[config.mk]
export PLATFORM = sky130hd
export DESIGN_NAME = dftm_top
export DESIGN_NICKNAME = d
export VERILOG_FILES = /design/src/hdl/dftm_pkg.sv /design/src/hdl/dftm_top.sv
export SDC_FILE = /design/constraint.sdc
export NUM_CORES = 1
export LEC_CHECK = 0
export ABC_AREA = 1
export BUFFER_PORTS_ARGS = -buffer_cell sky130_fd_sc_hd__buf_2
export CAP_MARGIN = 20
export CORE_UTILIZATION = 62
export CTS_CLUSTER_DIAMETER = 80
export CTS_CLUSTER_SIZE = 40
export DETAILED_ROUTE_END_ITERATION = 8
export PLACE_DENSITY = 0.82
export SLEW_MARGIN = 20
export SYNTH_ARGS = -nofsm -noshare
export SYNTH_HDL_FRONTEND = slang
export SYNTH_SLANG_ARGS = --single-unit
export TNS_END_PERCENT = 1
[constraint.sdc]
create_clock -name clk -period 7 [get_ports clk]
set_input_delay 0.7 -clock clk [delete_from_list [all_inputs] [get_ports clk]]
set_output_delay 0.7 -clock clk [all_outputs]
set_load 0.02 [all_outputs]
[src/hdl/dftm_pkg.sv]
// package for the drive fault trip manager
package dftm_pkg;

	localparam int CLK_HZ = 10_000_000;
	localparam int RESET_LOCK_S = 10;
	localparam int OVIN_HOLD_S = 100;
	localparam int MPL_MIN_MS = 15;
	// cycle counts derived from the clock rate
	localparam longint RESET_LOCK_CYC = longint'(RESET_LOCK_S) * CLK_HZ;
	localparam longint OVIN_HOLD_CYC = longint'(OVIN_HOLD_S) * CLK_HZ;
	localparam longint MPL_MIN_CYC = (longint'(MPL_MIN_MS) * CLK_HZ + 999) / 1000;

	// thresholds in volts and millivolts, bus sample is whole volts
	localparam logic [9:0] UV_LO = 10'h0AF;
	localparam logic [9:0] UV_HI = 10'h159;
	localparam logic [9:0] OVIN_LO = 10'h186;
	localparam logic [9:0] OVIN_HI = 10'h30C;
	localparam logic [11:0] CS_LIMIT_MV = 12'h258;

	// numeric fault codes for the local display
	localparam logic [7:0] CODE_NONE = 8'h00;
	localparam logic [7:0] CODE_MEM = 8'h08;
	localparam logic [7:0] CODE_UV = 8'h09;
	localparam logic [7:0] CODE_CS = 8'h0A;
	localparam logic [7:0] CODE_CPU = 8'h0B;
	localparam logic [7:0] CODE_EXT = 8'h0C;
	localparam logic [7:0] CODE_LOCK = 8'h0D;
	localparam logic [7:0] CODE_GND = 8'h0E;
	localparam logic [7:0] CODE_OVIN = 8'h0F;
	localparam logic [7:0] CODE_MPL = 8'h10;
	localparam logic [7:0] CODE_FAN = 8'h14;
	localparam logic [7:0] CODE_OH = 8'h15;

	// text label index for the remote operator
	typedef enum logic [3:0] {
		DFTM_LBL_NONE,
		DFTM_LBL_MEM,
		DFTM_LBL_UV,
		DFTM_LBL_CS,
		DFTM_LBL_CPU,
		DFTM_LBL_EXT,
		DFTM_LBL_LOCK,
		DFTM_LBL_GND,
		DFTM_LBL_OVIN,
		DFTM_LBL_MPL,
		DFTM_LBL_FAN,
		DFTM_LBL_OH
	} dftm_label_t;

	typedef struct packed {
		logic [7:0] code;
		dftm_label_t label;
	} dftm_fault_t;

	typedef struct packed {
		logic high_class;
		logic ext_trip_en;
		logic run_lock_en;
		logic restart_en;
	} dftm_cfg_t;

	typedef struct packed {
		logic [9:0] bus_volts;
		logic [11:0] cs_mv;
		logic cpu_err;
		logic mem_err;
		logic ext_err;
		logic ground_fault;
		logic residual_v;
		logic overtemp;
		logic fan_low;
		logic power_lost;
	} dftm_sense_t;

	typedef enum logic [1:0] {
		DFTM_POWERON,
		DFTM_RUN,
		DFTM_TRIP,
		DFTM_PWRDOWN
	} dftm_state_t;

endpackage

[src/hdl/dftm_top.sv]
// drive fault supervision, trip latch and fault display
`timescale 1ns/1ps
module dftm_top #(
	parameter longint LOCK_CYC = dftm_pkg::RESET_LOCK_CYC,
	parameter longint OVIN_CYC = dftm_pkg::OVIN_HOLD_CYC,
	parameter longint MPL_CYC = dftm_pkg::MPL_MIN_CYC
) (
	input wire logic clk,
	input wire logic rst,
	input wire logic ce,
	input wire dftm_pkg::dftm_cfg_t cfg,
	input wire dftm_pkg::dftm_sense_t sense,
	input wire logic power_restored,
	input wire logic run_cmd,
	input wire logic motor_stopped,
	input wire logic reset_input_terminal,
	input wire logic stop_clear_key,
	output logic output_enable,
	output logic tripped,
	output logic restart_req,
	output logic reset_lock_busy,
	output dftm_pkg::dftm_fault_t fault
);

	////////////////////////////////////////////////////////////////////
	function automatic dftm_pkg::dftm_fault_t mk(input logic [7:0] c,
		input dftm_pkg::dftm_label_t l);
		dftm_pkg::dftm_fault_t f;
		f.code = c;
		f.label = l;
		return f;
	endfunction

	function automatic logic [9:0] pick(input logic hi, input logic [9:0] a,
		input logic [9:0] b);
		return hi ? b : a;
	endfunction

	////////////////////////////////////////////////////////////////////
	dftm_pkg::dftm_state_t state, next_state;
	dftm_pkg::dftm_fault_t next_fault;
	logic next_output_enable, next_tripped, next_restart_req, next_lock_busy;
	logic [31:0] lock_cnt, next_lock_cnt;
	logic [31:0] ovin_cnt, next_ovin_cnt;
	logic [31:0] loss_cnt, next_loss_cnt;
	logic mpl_pending, next_mpl_pending;
	logic no_reset, next_no_reset;

	logic rst_req;
	logic uv_hit, ovin_hit, reset_ok;
	dftm_pkg::dftm_fault_t cand;
	logic cand_hit;

	assign rst_req = reset_input_terminal | stop_clear_key;
	// bus falling past threshold is the undervoltage condition
	assign uv_hit = sense.bus_volts < pick(cfg.high_class, dftm_pkg::UV_LO,
		dftm_pkg::UV_HI);
	assign ovin_hit = sense.bus_volts > pick(cfg.high_class, dftm_pkg::OVIN_LO,
		dftm_pkg::OVIN_HI);
	assign reset_ok = rst_req && !no_reset && lock_cnt == 32'h0;

	////////////////////////////////////////////////////////////////////
	// running-time trip sources, fixed priority order
	always_comb begin
		cand_hit = 1'b1;
		cand = mk(dftm_pkg::CODE_NONE, dftm_pkg::DFTM_LBL_NONE);
		if (sense.mem_err) begin
			cand = mk(dftm_pkg::CODE_MEM, dftm_pkg::DFTM_LBL_MEM);
		end else if (sense.cpu_err) begin
			cand = mk(dftm_pkg::CODE_CPU, dftm_pkg::DFTM_LBL_CPU);
		end else if (uv_hit) begin
			cand = mk(dftm_pkg::CODE_UV, dftm_pkg::DFTM_LBL_UV);
		end else if (sense.overtemp && sense.fan_low) begin
			cand = mk(dftm_pkg::CODE_FAN, dftm_pkg::DFTM_LBL_FAN);
		end else if (sense.overtemp) begin
			cand = mk(dftm_pkg::CODE_OH, dftm_pkg::DFTM_LBL_OH);
		end else if (cfg.ext_trip_en && sense.ext_err) begin
			cand = mk(dftm_pkg::CODE_EXT, dftm_pkg::DFTM_LBL_EXT);
		end else if (motor_stopped && ovin_cnt >= 32'(OVIN_CYC)) begin
			cand = mk(dftm_pkg::CODE_OVIN, dftm_pkg::DFTM_LBL_OVIN);
		end else begin
			cand_hit = 1'b0;
		end
	end

	////////////////////////////////////////////////////////////////////
	always_comb begin
		next_state = state;
		next_fault = fault;
		next_output_enable = output_enable;
		next_tripped = tripped;
		next_restart_req = 1'b0;
		next_lock_cnt = (lock_cnt != 32'h0) ? lock_cnt - 32'h1 : lock_cnt;
		next_lock_busy = next_lock_cnt != 32'h0;
		next_no_reset = no_reset;
		next_mpl_pending = mpl_pending;
		// continuous-while-stopped timer, cleared by any break
		if (motor_stopped && ovin_hit) begin
			next_ovin_cnt = (ovin_cnt < 32'(OVIN_CYC)) ? ovin_cnt + 32'h1 : ovin_cnt;
		end else begin
			next_ovin_cnt = 32'h0;
		end
		next_loss_cnt = 32'h0;
		case (state)
			dftm_pkg::DFTM_POWERON: begin
				// one-cycle power-on checks
				next_state = dftm_pkg::DFTM_TRIP;
				next_tripped = 1'b1;
				next_output_enable = 1'b0;
				next_lock_cnt = 32'(LOCK_CYC);
				next_lock_busy = 1'b1;
				if (sense.mem_err) begin
					next_fault = mk(dftm_pkg::CODE_MEM, dftm_pkg::DFTM_LBL_MEM);
					next_no_reset = 1'b1;
				end else if (sense.cs_mv >= dftm_pkg::CS_LIMIT_MV) begin
					next_fault = mk(dftm_pkg::CODE_CS, dftm_pkg::DFTM_LBL_CS);
				end else if (sense.ground_fault && !sense.residual_v) begin
					next_fault = mk(dftm_pkg::CODE_GND, dftm_pkg::DFTM_LBL_GND);
					next_no_reset = 1'b1;
				end else if (cfg.run_lock_en && run_cmd) begin
					next_fault = mk(dftm_pkg::CODE_LOCK, dftm_pkg::DFTM_LBL_LOCK);
				end else begin
					next_state = dftm_pkg::DFTM_RUN;
					next_tripped = 1'b0;
					next_output_enable = 1'b1;
					next_lock_cnt = 32'h0;
					next_lock_busy = 1'b0;
				end
			end
			dftm_pkg::DFTM_RUN: begin
				if (sense.power_lost) begin
					next_state = dftm_pkg::DFTM_PWRDOWN;
					next_output_enable = 1'b0;
					next_loss_cnt = 32'h1;
				end else if (cand_hit) begin
					next_state = dftm_pkg::DFTM_TRIP;
					next_fault = cand;
					next_tripped = 1'b1;
					next_output_enable = 1'b0;
					next_lock_cnt = 32'(LOCK_CYC);
					next_lock_busy = 1'b1;
					next_no_reset = sense.mem_err | sense.cpu_err;
				end
			end
			dftm_pkg::DFTM_PWRDOWN: begin
				next_loss_cnt = (loss_cnt < 32'(MPL_CYC)) ? loss_cnt + 32'h1 : loss_cnt;
				if (loss_cnt >= 32'(MPL_CYC)) begin
					next_mpl_pending = 1'b1;
				end
				if (power_restored) begin
					next_loss_cnt = 32'h0;
					next_mpl_pending = 1'b0;
					if (mpl_pending || loss_cnt >= 32'(MPL_CYC)) begin
						if (cfg.restart_en && run_cmd) begin
							next_state = dftm_pkg::DFTM_RUN;
							next_output_enable = 1'b1;
							next_restart_req = 1'b1;
						end else begin
							next_state = dftm_pkg::DFTM_TRIP;
							next_fault = mk(dftm_pkg::CODE_MPL, dftm_pkg::DFTM_LBL_MPL);
							next_tripped = 1'b1;
							next_lock_cnt = 32'(LOCK_CYC);
							next_lock_busy = 1'b1;
						end
					end else begin
						next_state = dftm_pkg::DFTM_RUN;
						next_output_enable = 1'b1;
					end
				end
			end
			dftm_pkg::DFTM_TRIP: begin
				if (reset_ok) begin
					next_state = dftm_pkg::DFTM_RUN;
					next_tripped = 1'b0;
					next_output_enable = 1'b1;
					next_fault = mk(dftm_pkg::CODE_NONE, dftm_pkg::DFTM_LBL_NONE);
				end
			end
			default: begin
				next_state = dftm_pkg::DFTM_POWERON;
			end
		endcase
	end

	////////////////////////////////////////////////////////////////////
	// rst models power-on; a long loss ends in the supply dropping out
	always_ff @(posedge clk or posedge rst) begin
		if (rst) begin
			state <= dftm_pkg::DFTM_POWERON;
			fault <= '0;
			output_enable <= 1'b0;
			tripped <= 1'b0;
			restart_req <= 1'b0;
			reset_lock_busy <= 1'b0;
			lock_cnt <= 32'h0;
			ovin_cnt <= 32'h0;
			loss_cnt <= 32'h0;
			mpl_pending <= 1'b0;
			no_reset <= 1'b0;
		end else if (ce) begin
			state <= next_state;
			fault <= next_fault;
			output_enable <= next_output_enable;
			tripped <= next_tripped;
			restart_req <= next_restart_req;
			reset_lock_busy <= next_lock_busy;
			lock_cnt <= next_lock_cnt;
			ovin_cnt <= next_ovin_cnt;
			loss_cnt <= next_loss_cnt;
			mpl_pending <= next_mpl_pending;
			no_reset <= next_no_reset;
		end
	end

endmodule

Yosys cells after proc, flatten, opt, wreduce, memory -nomap -nowiden

Cells that the tools add are included.

Register bits: 116
Bits of input ports: 42
Output and inout bits: 16
Word-level logic and storage cells: 161

Add/sub/neg operators: 3
$lt $le $gt $ge: 7
Equal/unequal tests: 16
Muxes and demuxes: 95
Bitwise logic cells: 2
Reduce and logical (&&, ||, !) cells: 26

Operators with widths:

| cell                                                                | count |
|---|---|
| two-way mux 32 bit                                                  | 10 |
| two-way mux 12 bit                                                  | 10 |
| two-way mux 27 bit                                                  | 4 |
| one-hot mux 32 bit (3 select lines)                                 | 1 |
| adder 32 x 1 -> 32 bit, second input constant                       | 2 |
| one-hot mux 32 bit (2 select lines)                                 | 1 |
| nonzero test 32 bit                                                 | 2 |
| two-way mux 9 bit                                                   | 6 |
| one-hot mux 12 bit (4 select lines)                                 | 1 |
| two-way mux 1 bit                                                   | 44 |
| greater-or-equal comparator 32 x 18 -> 1 bit, second input constant | 1 |
| greater-or-equal comparator 32 x 30 -> 1 bit, second input constant | 1 |
| zero test 32 bit                                                    | 1 |
| less-than comparator 32 x 18 -> 1 bit, second input constant        | 1 |
| less-than comparator 32 x 30 -> 1 bit, second input constant        | 1 |
| subtractor 32 x 1 -> 32 bit, second input constant                  | 1 |
| two-way mux 2 bit                                                   | 10 |
| two-way mux 8 bit                                                   | 2 |
| inequality test 3 bit, second input constant                        | 5 |
| greater-or-equal comparator 12 x 10 -> 1 bit, second input constant | 1 |
| inequality test 2 bit, second input constant                        | 6 |
| greater-than comparator 10 bit                                      | 1 |
| less-than comparator 10 x 9 -> 1 bit                                | 1 |
| two-way mux 10 bit                                                  | 1 |
| 21 further kinds                                                    | 35 |

Depth between registers and ports, before layout

Gate-level depths: netlist of run 1.

Depth after elaboration: 12
Depth in mapped cells: 18
Mapped depth without buffers: 18

Least setup slack after synthesis of run 1

OpenSTA, ideal clock, no wires.

Kind: input -> register
Start point: input port cfg[3] in the netlist's numbering
End point: register lock_cnt[13]
Setup time: 135 ps
Data arrival time: 2480 ps
Data required time: 6865 ps
Setup slack: 4385 ps
Cell stages on the path: 14
Path buffers: 1
Path through: inv_1 ha_1 inv_1 nor3_1 nand3b_1 nand4_1 nand2_1 nor2_1 nand4_1 nand2_1 buf_4 a21oi_1 o21ai_0 o21ai_0

Word-level cells in the longest chain between the ends: 8

Ends and longest elaborated chain:

| element                              | RTL line        | source |
|---|---|---|
| from (decl)                          | dftm_top.sv:11  | `input wire dftm_pkg::dftm_cfg_t cfg,` |
| two-way mux 9 bit                    | dftm_top.sv:36  | `return hi ? b : a;` |
| less-than comparator 10 x 9 -> 1 bit | dftm_top.sv:56  | `assign uv_hit = sense.bus_volts < pick(cfg.high_class, dftm_pkg::UV_LO,` |
| two-way mux 1 bit                    | dftm_top.sv:71  | `end else if (uv_hit) begin` |
| two-way mux 1 bit                    | dftm_top.sv:69  | `end else if (sense.cpu_err) begin` |
| two-way mux 1 bit                    | dftm_top.sv:67  | `if (sense.mem_err) begin` |
| two-way mux 32 bit                   | dftm_top.sv:135 | `end else if (cand_hit) begin` |
| two-way mux 32 bit                   | dftm_top.sv:131 | `if (sense.power_lost) begin` |
| one-hot mux 32 bit (3 select lines)  | dftm_top.sv:104 | `case (state)` |
| to (signal assigned)                 | dftm_top.sv:207 | `lock_cnt <= next_lock_cnt;` |
| to (decl)                            | dftm_top.sv:43  | `logic [31:0] lock_cnt, next_lock_cnt;` |

Every way passes these cells.
A chain may end at the register's enable or synchronous reset.

Final worst setup path of run 1

Start point: input port cfg[3] in the netlist's numbering
End point: register lock_cnt[25]

The elaborated chain is that of the path after synthesis.

==> impl_metrics.yaml, run 1 <==
grt:
  grt_start_max_net_pins: 76
  grt_use_met1_pct: 42.1
  first_global_vias: 7396
  grt_pass1_wl_um: 34800
  busiest_layer: "met2"
  grt_use_met3_pct: 6.38
  grt.met2_usage_pct: 54.7
  track_usage_pct: 32.9
  grt_overflow: 0
  grt_antenna_before_repair: 0
die:
  top_level_ports: 58
  rows: 41
  die_area_mm2: 0.0136
  core_area_mm2: 0.0127
  start_util_pct: 64.1
  die_x_um: 117
  die_y_um: 117
sta:
  tightest_slew_ns: 1.04
  timing.setup.tns_ns: 0
  hold_viol: 0
  clock_skew_ns: 0.00857
  slew_viol_final: 0
  slew_headroom_pct: 30.6
  rsz0062_at_grt: "false"
  setup_viol: 0
  fin_crit_ns: 3.60
  finalCritPeriodShare_pct: 51.4
  hold_slack_ns: 0.320
  max_freq_mhz: 278
clocking:
  clk_pin_slew_ns: 0.06
  postCtsSetupRepairBufs: 0
  cts_max_path_buffers: 2
  htreeDepth: 4
  clock_latency_ns: 0.42
  tritoncts: "built"
  cts_hold_buf: 0
  numCtsBuffers: 17
  cts_sinks: 113
  cts_root_buf: "clkbuf_16"
  post_cts_resize_count: 0
final_layout:
  multi_input_area_mm2: 0.00456
  final_layout_size_suffix_gt1_share_pct: 11.7
  fin_util_pct: 70.7
  antenna_cells: 0
  final_nets: 1296
  regArea_mm2: 0.00283
  nFillCells: 1149
  finalInstanceArea_mm2: 0.00900
  area_delta_synth_final_pct: 10.3
route:
  routed_via_density: 5.69
  vias: 8085
  wire_per_inst_um: 14.9
  drc_errors: 0
  antenna_left: 0
  drt-pass1-iter-count: 5
  drtIter0Drc: 747
  drt-total-wl_um: 21200
outcome:
  outcome: "complete, no violations"
power:
  leakage_nw: 4.20
  p_sw_share_pct: 44.3
  totalPowerFinal_mw: 3.05
  p_sw_mw: 1.35
  p_int_mw: 1.70
  peakVddDrop_v: 0.000177
  seqPwrFrac_pct: 29.0
  comb_power_share_pct: 43.4
  cellPowerDensity_mw_per_mm2: 339
  p_clk_share_pct: 27.6
yosys:
  synth_top_area_cell: "dfrtp_1"
  ys.flop_type: "dfrtp_1"
  synth_common_cells: "nand2_1, nor2_1, inv_1"
  yosys_warnings: 0
  synth-seq-area-share_pct: 34.7
  synth_edf_count: 0
  yosysMostFrequentCell: "nand2_1"
  netlist_area_mm2: 0.00816
  synth_cells: 1204
  ys_types: 46
  ys_top_cells_by_area: "dfrtp_1, nand2_1, nor2_1"
  synth_top_area_share_pct: 34.7
  postSynth.asyncResetShare_pct: 100
  synth-seq-cells: 113
  postSynthAreaPerCell_um2: 6.77
critical_path:
  crit_start: "cfg[3]"
  reg2reg_slack_ns: 3.76
  cp_data_required_time_ns: 7.34
  cp-end-kind: "flop"
  worstPathArrival_ns: 3.94
  crit_type: "in -> reg"
  path_buf_inv: 3
  slowest_delay_ns: 0.68
  r2r-start: "ovin_cnt[30]"
  cp_max_fo: 20
  slowest_stage: "nand4_1"
  crit_path_cell_trace: "buf_2 -> inv_1 -> ha_1 -> inv_1 -> nor3_1 -> nand3b_1 -> nand4_1 -> nand2_1 -> nor2_1 -> nand4_1 -> nand2_1 -> nand2_1 -> nand4_1 -> nand4_1 -> nand2_1"
  path_delay_family: "simple AND/OR/NAND/NOR gates"
  cp-start-kind: "input pin"
placement:
  place_congestion: 0.979
  io_buffers: 51
  dpl.hpwl_um: 15200
  placed_area_mm2: 0.00843
job:
  cap_violations: 0
worst_hold_path:
  holdCritPathClass: "in -> async"
==> cells by family after synthesis <==
logic type / after synthesis / share of synthesized area [%]
compound gates: 181 / 12.9
xor+xnor: 36 / 3.87
fa+ha+maj: 16 / 2.45
buf+inv: 183 / 9.57
flops: 113 / 34.7
other cells: 1 / 0.0460
simple gates: 674 / 36.5
==> cells in the final DEF, fill, tap and decap left out, drive strengths merged, types with 30 or more instances in the layout <==
cell / n
a21oi: 47
buf: 57
dfrtp: 113
inv: 138
nand2: 342
nand3: 53
nand4: 30
nor2: 183
nor3: 36
o21ai: 101
==> layer usage <==
metal  share of wire (%)  vias to the layer above
li1                    -                     3984
met1                  44                     3755
met2                  47                      297
met3                 5.5                       49
met4                 3.3                        0
met5                   0                        -
==> power by group through the flow <==
stage | Combinational [mW] | Clock (mW) | Sequential (mW)
final | 1.32 | 0.842 | 0.882
after global routing | 1.48 | 0.876 | 0.896
after CTS | 1.30 | 0.846 | 0.880
after detailed placement | 1.29 | 0 | 0.888
after global placement | 1.26 | 0 | 0.887
after floorplan | 1.00 | 0 | 0.883
==> layout make-up <==
type / instances / area share, %
multi-input combinational: 910 / 50.6
timing repair buffer: 57 / 3.34
sequential: 113 / 31.4
inverter: 139 / 5.86
clock buffer: 20 / 5.08
tap: 172 / 2.39
clock inverter: 11 / 1.27
==> path summary, 6_finish.rpt <==
path                                 to  cells past startpoint
max                        lock_cnt[25]                     15
min                        loss_cnt[15]                      2
max reg2reg                lock_cnt[25]                     12
min reg2reg                    fault[8]                      2
max in group asynchronous  lock_cnt[15]                      3
min in group clk               fault[8]                      2
==> registers in the layout, summed over array words and instances (netlist names) <==
register         cells
restart_req          1
output_enable        1
fault                9
tripped              1
loss_cnt            32
ovin_cnt            32
mpl_pending          1
reset_lock_busy      1
no_reset             1
state                2
lock_cnt            32
==> per-stage QoR <==
stage	std cells	worst slack (ns)
2_1_floorplan	1206	3.31
3_3_place_gp	1391	3.17
3_5_place_dp	1391	3.03
4_1_cts	1422	3.44
5_1_grt	1422	3.07
6_report	1422	3.40
Note: power is estimated with default switching activity, not from simulation.
==> inputs of run 2 (changes only) <==
clock period = 3.5 ns   (was 7 ns; I/O delays follow)
==> run 2 against run 1 <==
Largest cell class unchanged; wire length fell by 0.52%; final cell count rose by 0.35%; count of clock-buffer cells in the layout rose by 3; sequential power rose by 100%; largest power group unchanged; critical path type is now reg -> reg; critical path depth fell by 6; power rose by 99%; sequential cell count did not move.
==> impl_metrics.yaml, run 2 (synthesis results as in run 1) <==
outcome:
  outcome: "complete, no violations"
sta:
  setup_ws_ns: 0.740
  rsz0062_at_grt: "false"
  hold_viol: 0
  max_freq_mhz: 362
  hold_slack_ns: 0.0856
  finalCritPeriodShare_pct: 78.9
  setup_viol: 0
  slew_viol_final: 0
  clock_skew_ns: 0.00763
  slew_headroom_pct: 54.9
  timing.setup.tns_ns: 0
  tightest_slew_ns: 0.676
  fin_crit_ns: 2.76
placement:
  dpl.hpwl_um: 15100
  place_congestion: 1.01
  io_buffers: 51
  dpl_worst_slack_ns: 0.519
critical_path:
  cp-start-kind: "flop"
  worstPathArrival_ns: 3.12
  crit_start: "state[1]"
  path_buf_inv: 1
  slowest_stage: "dfrtp_1"
  cp_data_required_time_ns: 3.86
  r2r_cells: 9
  slowest_delay_ns: 0.51
  cp_max_fo: 13
  crit_path_cell_trace: "nand2_1 -> nor2_1 -> nor2_2 -> inv_2 -> nor3_1 -> nand4_1 -> nor2_1 -> o21ai_1 -> nand2_1"
  reg2reg_to: "fault[3]"
  crit_cells: 9
  critPathCapture: "fault[3]"
  r2r-start: "state[1]"
  reg2reg_slack_ns: 0.74
  path_delay_family: "simple AND/OR/NAND/NOR gates"
  cp-end-kind: "flop"
  crit_type: "reg -> reg"
grt:
  track_usage_pct: 33.3
  grt_start_max_net_pins: 114
  first_global_vias: 7462
  grt_overflow: 0
  grt_pass1_wl_um: 35100
  grt_antenna_before_repair: 0
route:
  antenna_left: 0
  drtIter0Drc: 694
  drt-total-wl_um: 21100
  drt-pass1-iter-count: 5
  wire_per_inst_um: 14.8
  vias: 8052
  routed_via_density: 5.64
  drc_errors: 0
job:
  cap_violations: 0
clocking:
  numCtsBuffers: 17
  postCtsSetupRepairBufs: 0
  clk_pin_slew_ns: 0.05
  cts_root_buf: "clkbuf_16"
  cts_sinks: 113
  clock_latency_ns: 0.43
  htreeDepth: 4
  cts_max_path_buffers: 2
  post_cts_resize_count: 0
  tritoncts: "built"
  cts_hold_buf: 0
die:
  die_x_um: 117
  die_y_um: 117
  core_area_mm2: 0.0127
  start_util_pct: 64.1
  rows: 41
  top_level_ports: 58
  die_area_mm2: 0.0136
power:
  peakVddDrop_v: 0.000390
  leakage_nw: 4.23
  totalPowerFinal_mw: 6.06
  cellPowerDensity_mw_per_mm2: 671
final_layout:
  final_cell_mix: "nand2_1, nor2_1, inv_1"
  area_delta_synth_final_pct: 10.8
  final_common_cell: "nand2_1"
  reg_top3: "lock_cnt x32, loss_cnt x32, ovin_cnt x32"
  antenna_cells: 0
  final_layout_size_suffix_gt1_share_pct: 12.0
  final_nets: 1303
worst_hold_path:
  holdCritPathClass: "in -> async"
==> run 2: cell types whose count changed in the layout (fill, tap and decap cells not counted), sizes merged <==
cell	delta
clkinvlp	-1
buf	+7
clkinv	-3
bufinv	-1
clkbuf	+3
==> run 2: how the worst min path moves through the flow <==
stage / to / depth (start not counted) / slack [ns] / startpoint
3_5_place_dp: fault[4] / 2 / 0.46 / fault[4]
3_3_place_gp: fault[4] / 2 / 0.46 / fault[4]
5_1_grt: loss_cnt[7] / 3 / 0.17 / rst
6_report: lock_cnt[23] / 3 / 0.09 / rst
2_1_floorplan: ovin_cnt[12] / 2 / 0.45 / ovin_cnt[12]
4_1_cts: loss_cnt[7] / 3 / 0.12 / rst
==> run 2: per-layer routing <==
layer / GRT usage [%] / routed length, µm / vias to the layer above
li1: - / - / 3986
met1: 42.0 / 9090 / 3771
met2: 57.0 / 10300 / 251
met3: 6.54 / 1210 / 44
met4: 11.8 / 465 / 0
met5: 0 / 0 / -
==> run 2: area by class of cell <==
type	count	area, µm²
clock buffers	23	488
clock inverters	6	57.6
fillers	1131	3690
inverters	139	527
multi-input cells	910	4560
flip-flops and latches	113	2830
well taps	172	215
repair buffers	64	365
==> run 2: power by group <==
| group | leakage, nW | switching (mW) | internal (mW) |
|---|---|---|---|
| combinational | 2.44 | 1.84 | 0.829 |
| sequential | 1.53 | 0.251 | 1.52 |
| clock | 0.271 | 0.586 | 1.03 |
| total | 4.23 | 2.68 | 3.38 |
==> run 2: per-stage QoR <==
stage	std cells	util [%]	area [µm²]
after floorplan	1206	-	8160
after global placement	1398	66.7	8490
after detailed placement	1398	66.7	8490
after CTS	1427	71.0	9040
after global routing	1427	71.0	9040
final	1427	71.0	9040
==> run 2: worst min-delay path, cell delays in order <==
cell and delay [ns]:
buf_2 0.11, inv_4 0.05, buf_12 0.46
==> inputs of run 3 (changes only) <==
clock period = 2.8 ns   (was 3.5 ns; I/O delays follow)
==> run 3 against run 2 <==
Critical path depth rose by 7; sequential cell count unchanged; highest routed layer unchanged; register-to-register slack worse by 0.54 ns; count of clock-buffer cells in the layout rose by 3; wire length increased by 1.8%; critical endpoint is now reset_lock_busy; largest power group unchanged; via count rose by 1.3%; power increased by 31%.
==> impl_metrics.yaml, run 3 (synthesis results as in run 1) <==
final_layout:
  final_nets: 1317
  final_common_cell: "nand2_1"
  final_cell_mix: "nand2_1, nor2_1, inv_1"
  reg_top3: "lock_cnt x32, loss_cnt x32, ovin_cnt x32"
  antenna_cells: 0
  area_delta_synth_final_pct: 12.9
  final_layout_size_suffix_gt1_share_pct: 12.9
  final_cells: 1443
sta:
  clock_skew_ns: 0.0105
  finalCritPeriodShare_pct: 93.0
  slew_viol_final: 0
  setup_ws_ns: 0.195
  fin_crit_ns: 2.61
  rsz0062_at_grt: "false"
  setup_viol: 0
  max_freq_mhz: 384
  slew_headroom_pct: 51.7
  hold_viol: 0
  timing.setup.tns_ns: 0
  tightest_slew_ns: 0.724
outcome:
  outcome: "complete, no violations"
clocking:
  clk_pin_slew_ns: 0.05
  cts_root_buf: "clkbuf_16"
  clock_latency_ns: 0.42
  numCtsBuffers: 17
  postCtsSetupRepairBufs: 0
  htreeDepth: 4
  cts_max_path_buffers: 2
  tritoncts: "built"
  cts_sinks: 113
grt:
  first_global_vias: 7667
  grt_antenna_before_repair: 0
  grt_pass1_wl_um: 35500
  track_usage_pct: 33.5
  grt_overflow: 0
  grt_start_max_net_pins: 59
placement:
  io_buffers: 51
  dpl_worst_slack_ns: 0.0959
  place_congestion: 1.00
  dpl.hpwl_um: 15300
  placed_cells: 1411
critical_path:
  cp-start-kind: "flop"
  cp_data_required_time_ns: 3.11
  r2r_cells: 16
  worstPathArrival_ns: 2.91
  slowest_delay_ns: 0.44
  crit_path_cell_trace: "nor2_1 -> nand2_1 -> nor2_2 -> nand2_4 -> nor2_8 -> inv_4 -> nand2_1 -> nand3_2 -> nor2_1 -> nand2_1 -> nor2_2 -> nand3_1 -> nand2_1 -> nand3_1 -> nand2_1 -> nand2_1"
  r2r-start: "lock_cnt[22]"
  reg2reg_slack_ns: 0.19
  crit_type: "reg -> reg"
  reg2reg_to: "reset_lock_busy"
  slowest_stage: "dfrtp_1"
  cp_max_fo: 34
  crit_top_cell: "nand2_1"
  cp-end-kind: "flop"
die:
  core_area_mm2: 0.0127
  rows: 41
  die_y_um: 117
  die_x_um: 117
  top_level_ports: 58
  start_util_pct: 64.1
  die_area_mm2: 0.0136
route:
  drtIter0Drc: 645
  drt-total-wl_um: 21400
  antenna_left: 0
  met3WireLength_um: 1320
  drt-pass1-iter-count: 5
  routed_via_density: 5.65
  drc_errors: 0
  wl_met2_um: 10100
  vias: 8156
  wl_met1_um: 9230
  dr.max_layer_used: "met4"
  wire_per_inst_um: 14.9
worst_hold_path:
  worstHoldEndpoint: "loss_cnt[4]"
  holdCritPathClass: "in -> reg"
  hold_depth: 2
  min_from: "power_restored"
power:
  leakage_nw: 4.32
  peakVddDrop_v: 0.000484
  cellPowerDensity_mw_per_mm2: 861
job:
  cap_violations: 0
-- run 3: changes by cell type in the layout (fill, tap and decap cells not counted), sizes merged --
cell,previous run,this run
dlygate4sd3,0,1
bufinv,1,3
buf,64,77
clkinv,5,3
clkbuf,23,26
inv,138,137
-- run 3: power by group --
| part | internal [mW] | switching [mW] |
|---|---|---|
| sequential | 1.91 | 0.298 |
| clock | 1.48 | 0.734 |
| combinational | 1.16 | 2.35 |
-- run 3: layer usage --
metal | GRT usage [%] | vias to the layer above
met5 | 0 | -
met4 | 14.0 | 0
met3 | 6.85 | 63
met2 | 56.3 | 292
met1 | 42.0 | 3774
li1 | - | 4027
-- run 3: worst max-delay path by stage --
| stage | startpoint | end | slack [ns] | cells after the start |
|---|---|---|---|---|
| CTS | lock_cnt[20] | reset_lock_busy | 0.21 | 16 |
| global placement | cfg[3] | lock_cnt[13] | 0.17 | 15 |
| global route | loss_cnt[31] | fault[1] | 0.04 | 11 |
| floorplan | cfg[3] | lock_cnt[13] | 0.60 | 14 |
| finish | lock_cnt[22] | reset_lock_busy | 0.19 | 16 |
| detailed placement | cfg[3] | lock_cnt[13] | 0.1 | 15 |
-- run 3: area by class of cell --
cell class                 instances  area, µm²
sequential                       113       2830
multi-input combinational        910       4570
timing repair buffer              78        473
fill                            1076       3510
inverter                         139        528
tap                              172        215
clock inverter                     5        100
clock buffer                      26        499
-- run 3: through the flow --
stage	hold slack (ns)	util [%]	power (mW)	instance area, µm²
floorplan	0.379	-	4.72	8170
global placement	0.167	67.5	5.58	8590
detailed placement	0.178	67.5	5.65	8590
CTS	0.131	72.3	7.89	9200
global route	0.161	72.4	8.46	9210
finish	0.146	72.4	7.93	9210
-- run 3: repair_timing --
action                                  4_1_cts  5_1_grt
hold buffers                                  1        0
hold endpoints to repair                      3        0
endpoints found under the setup margin        0        5
gates resized for setup                       0        2
-- run 3: worst max-delay path, delay by kind of cell, from the launching register on --
| kind | cells | cell delay, ns |
|---|---|---|
| AND/OR/NAND/NOR | 15 | 1.84 |
| flip-flops | 1 | 0.44 |
| buffers and inverters | 1 | 0.19 |
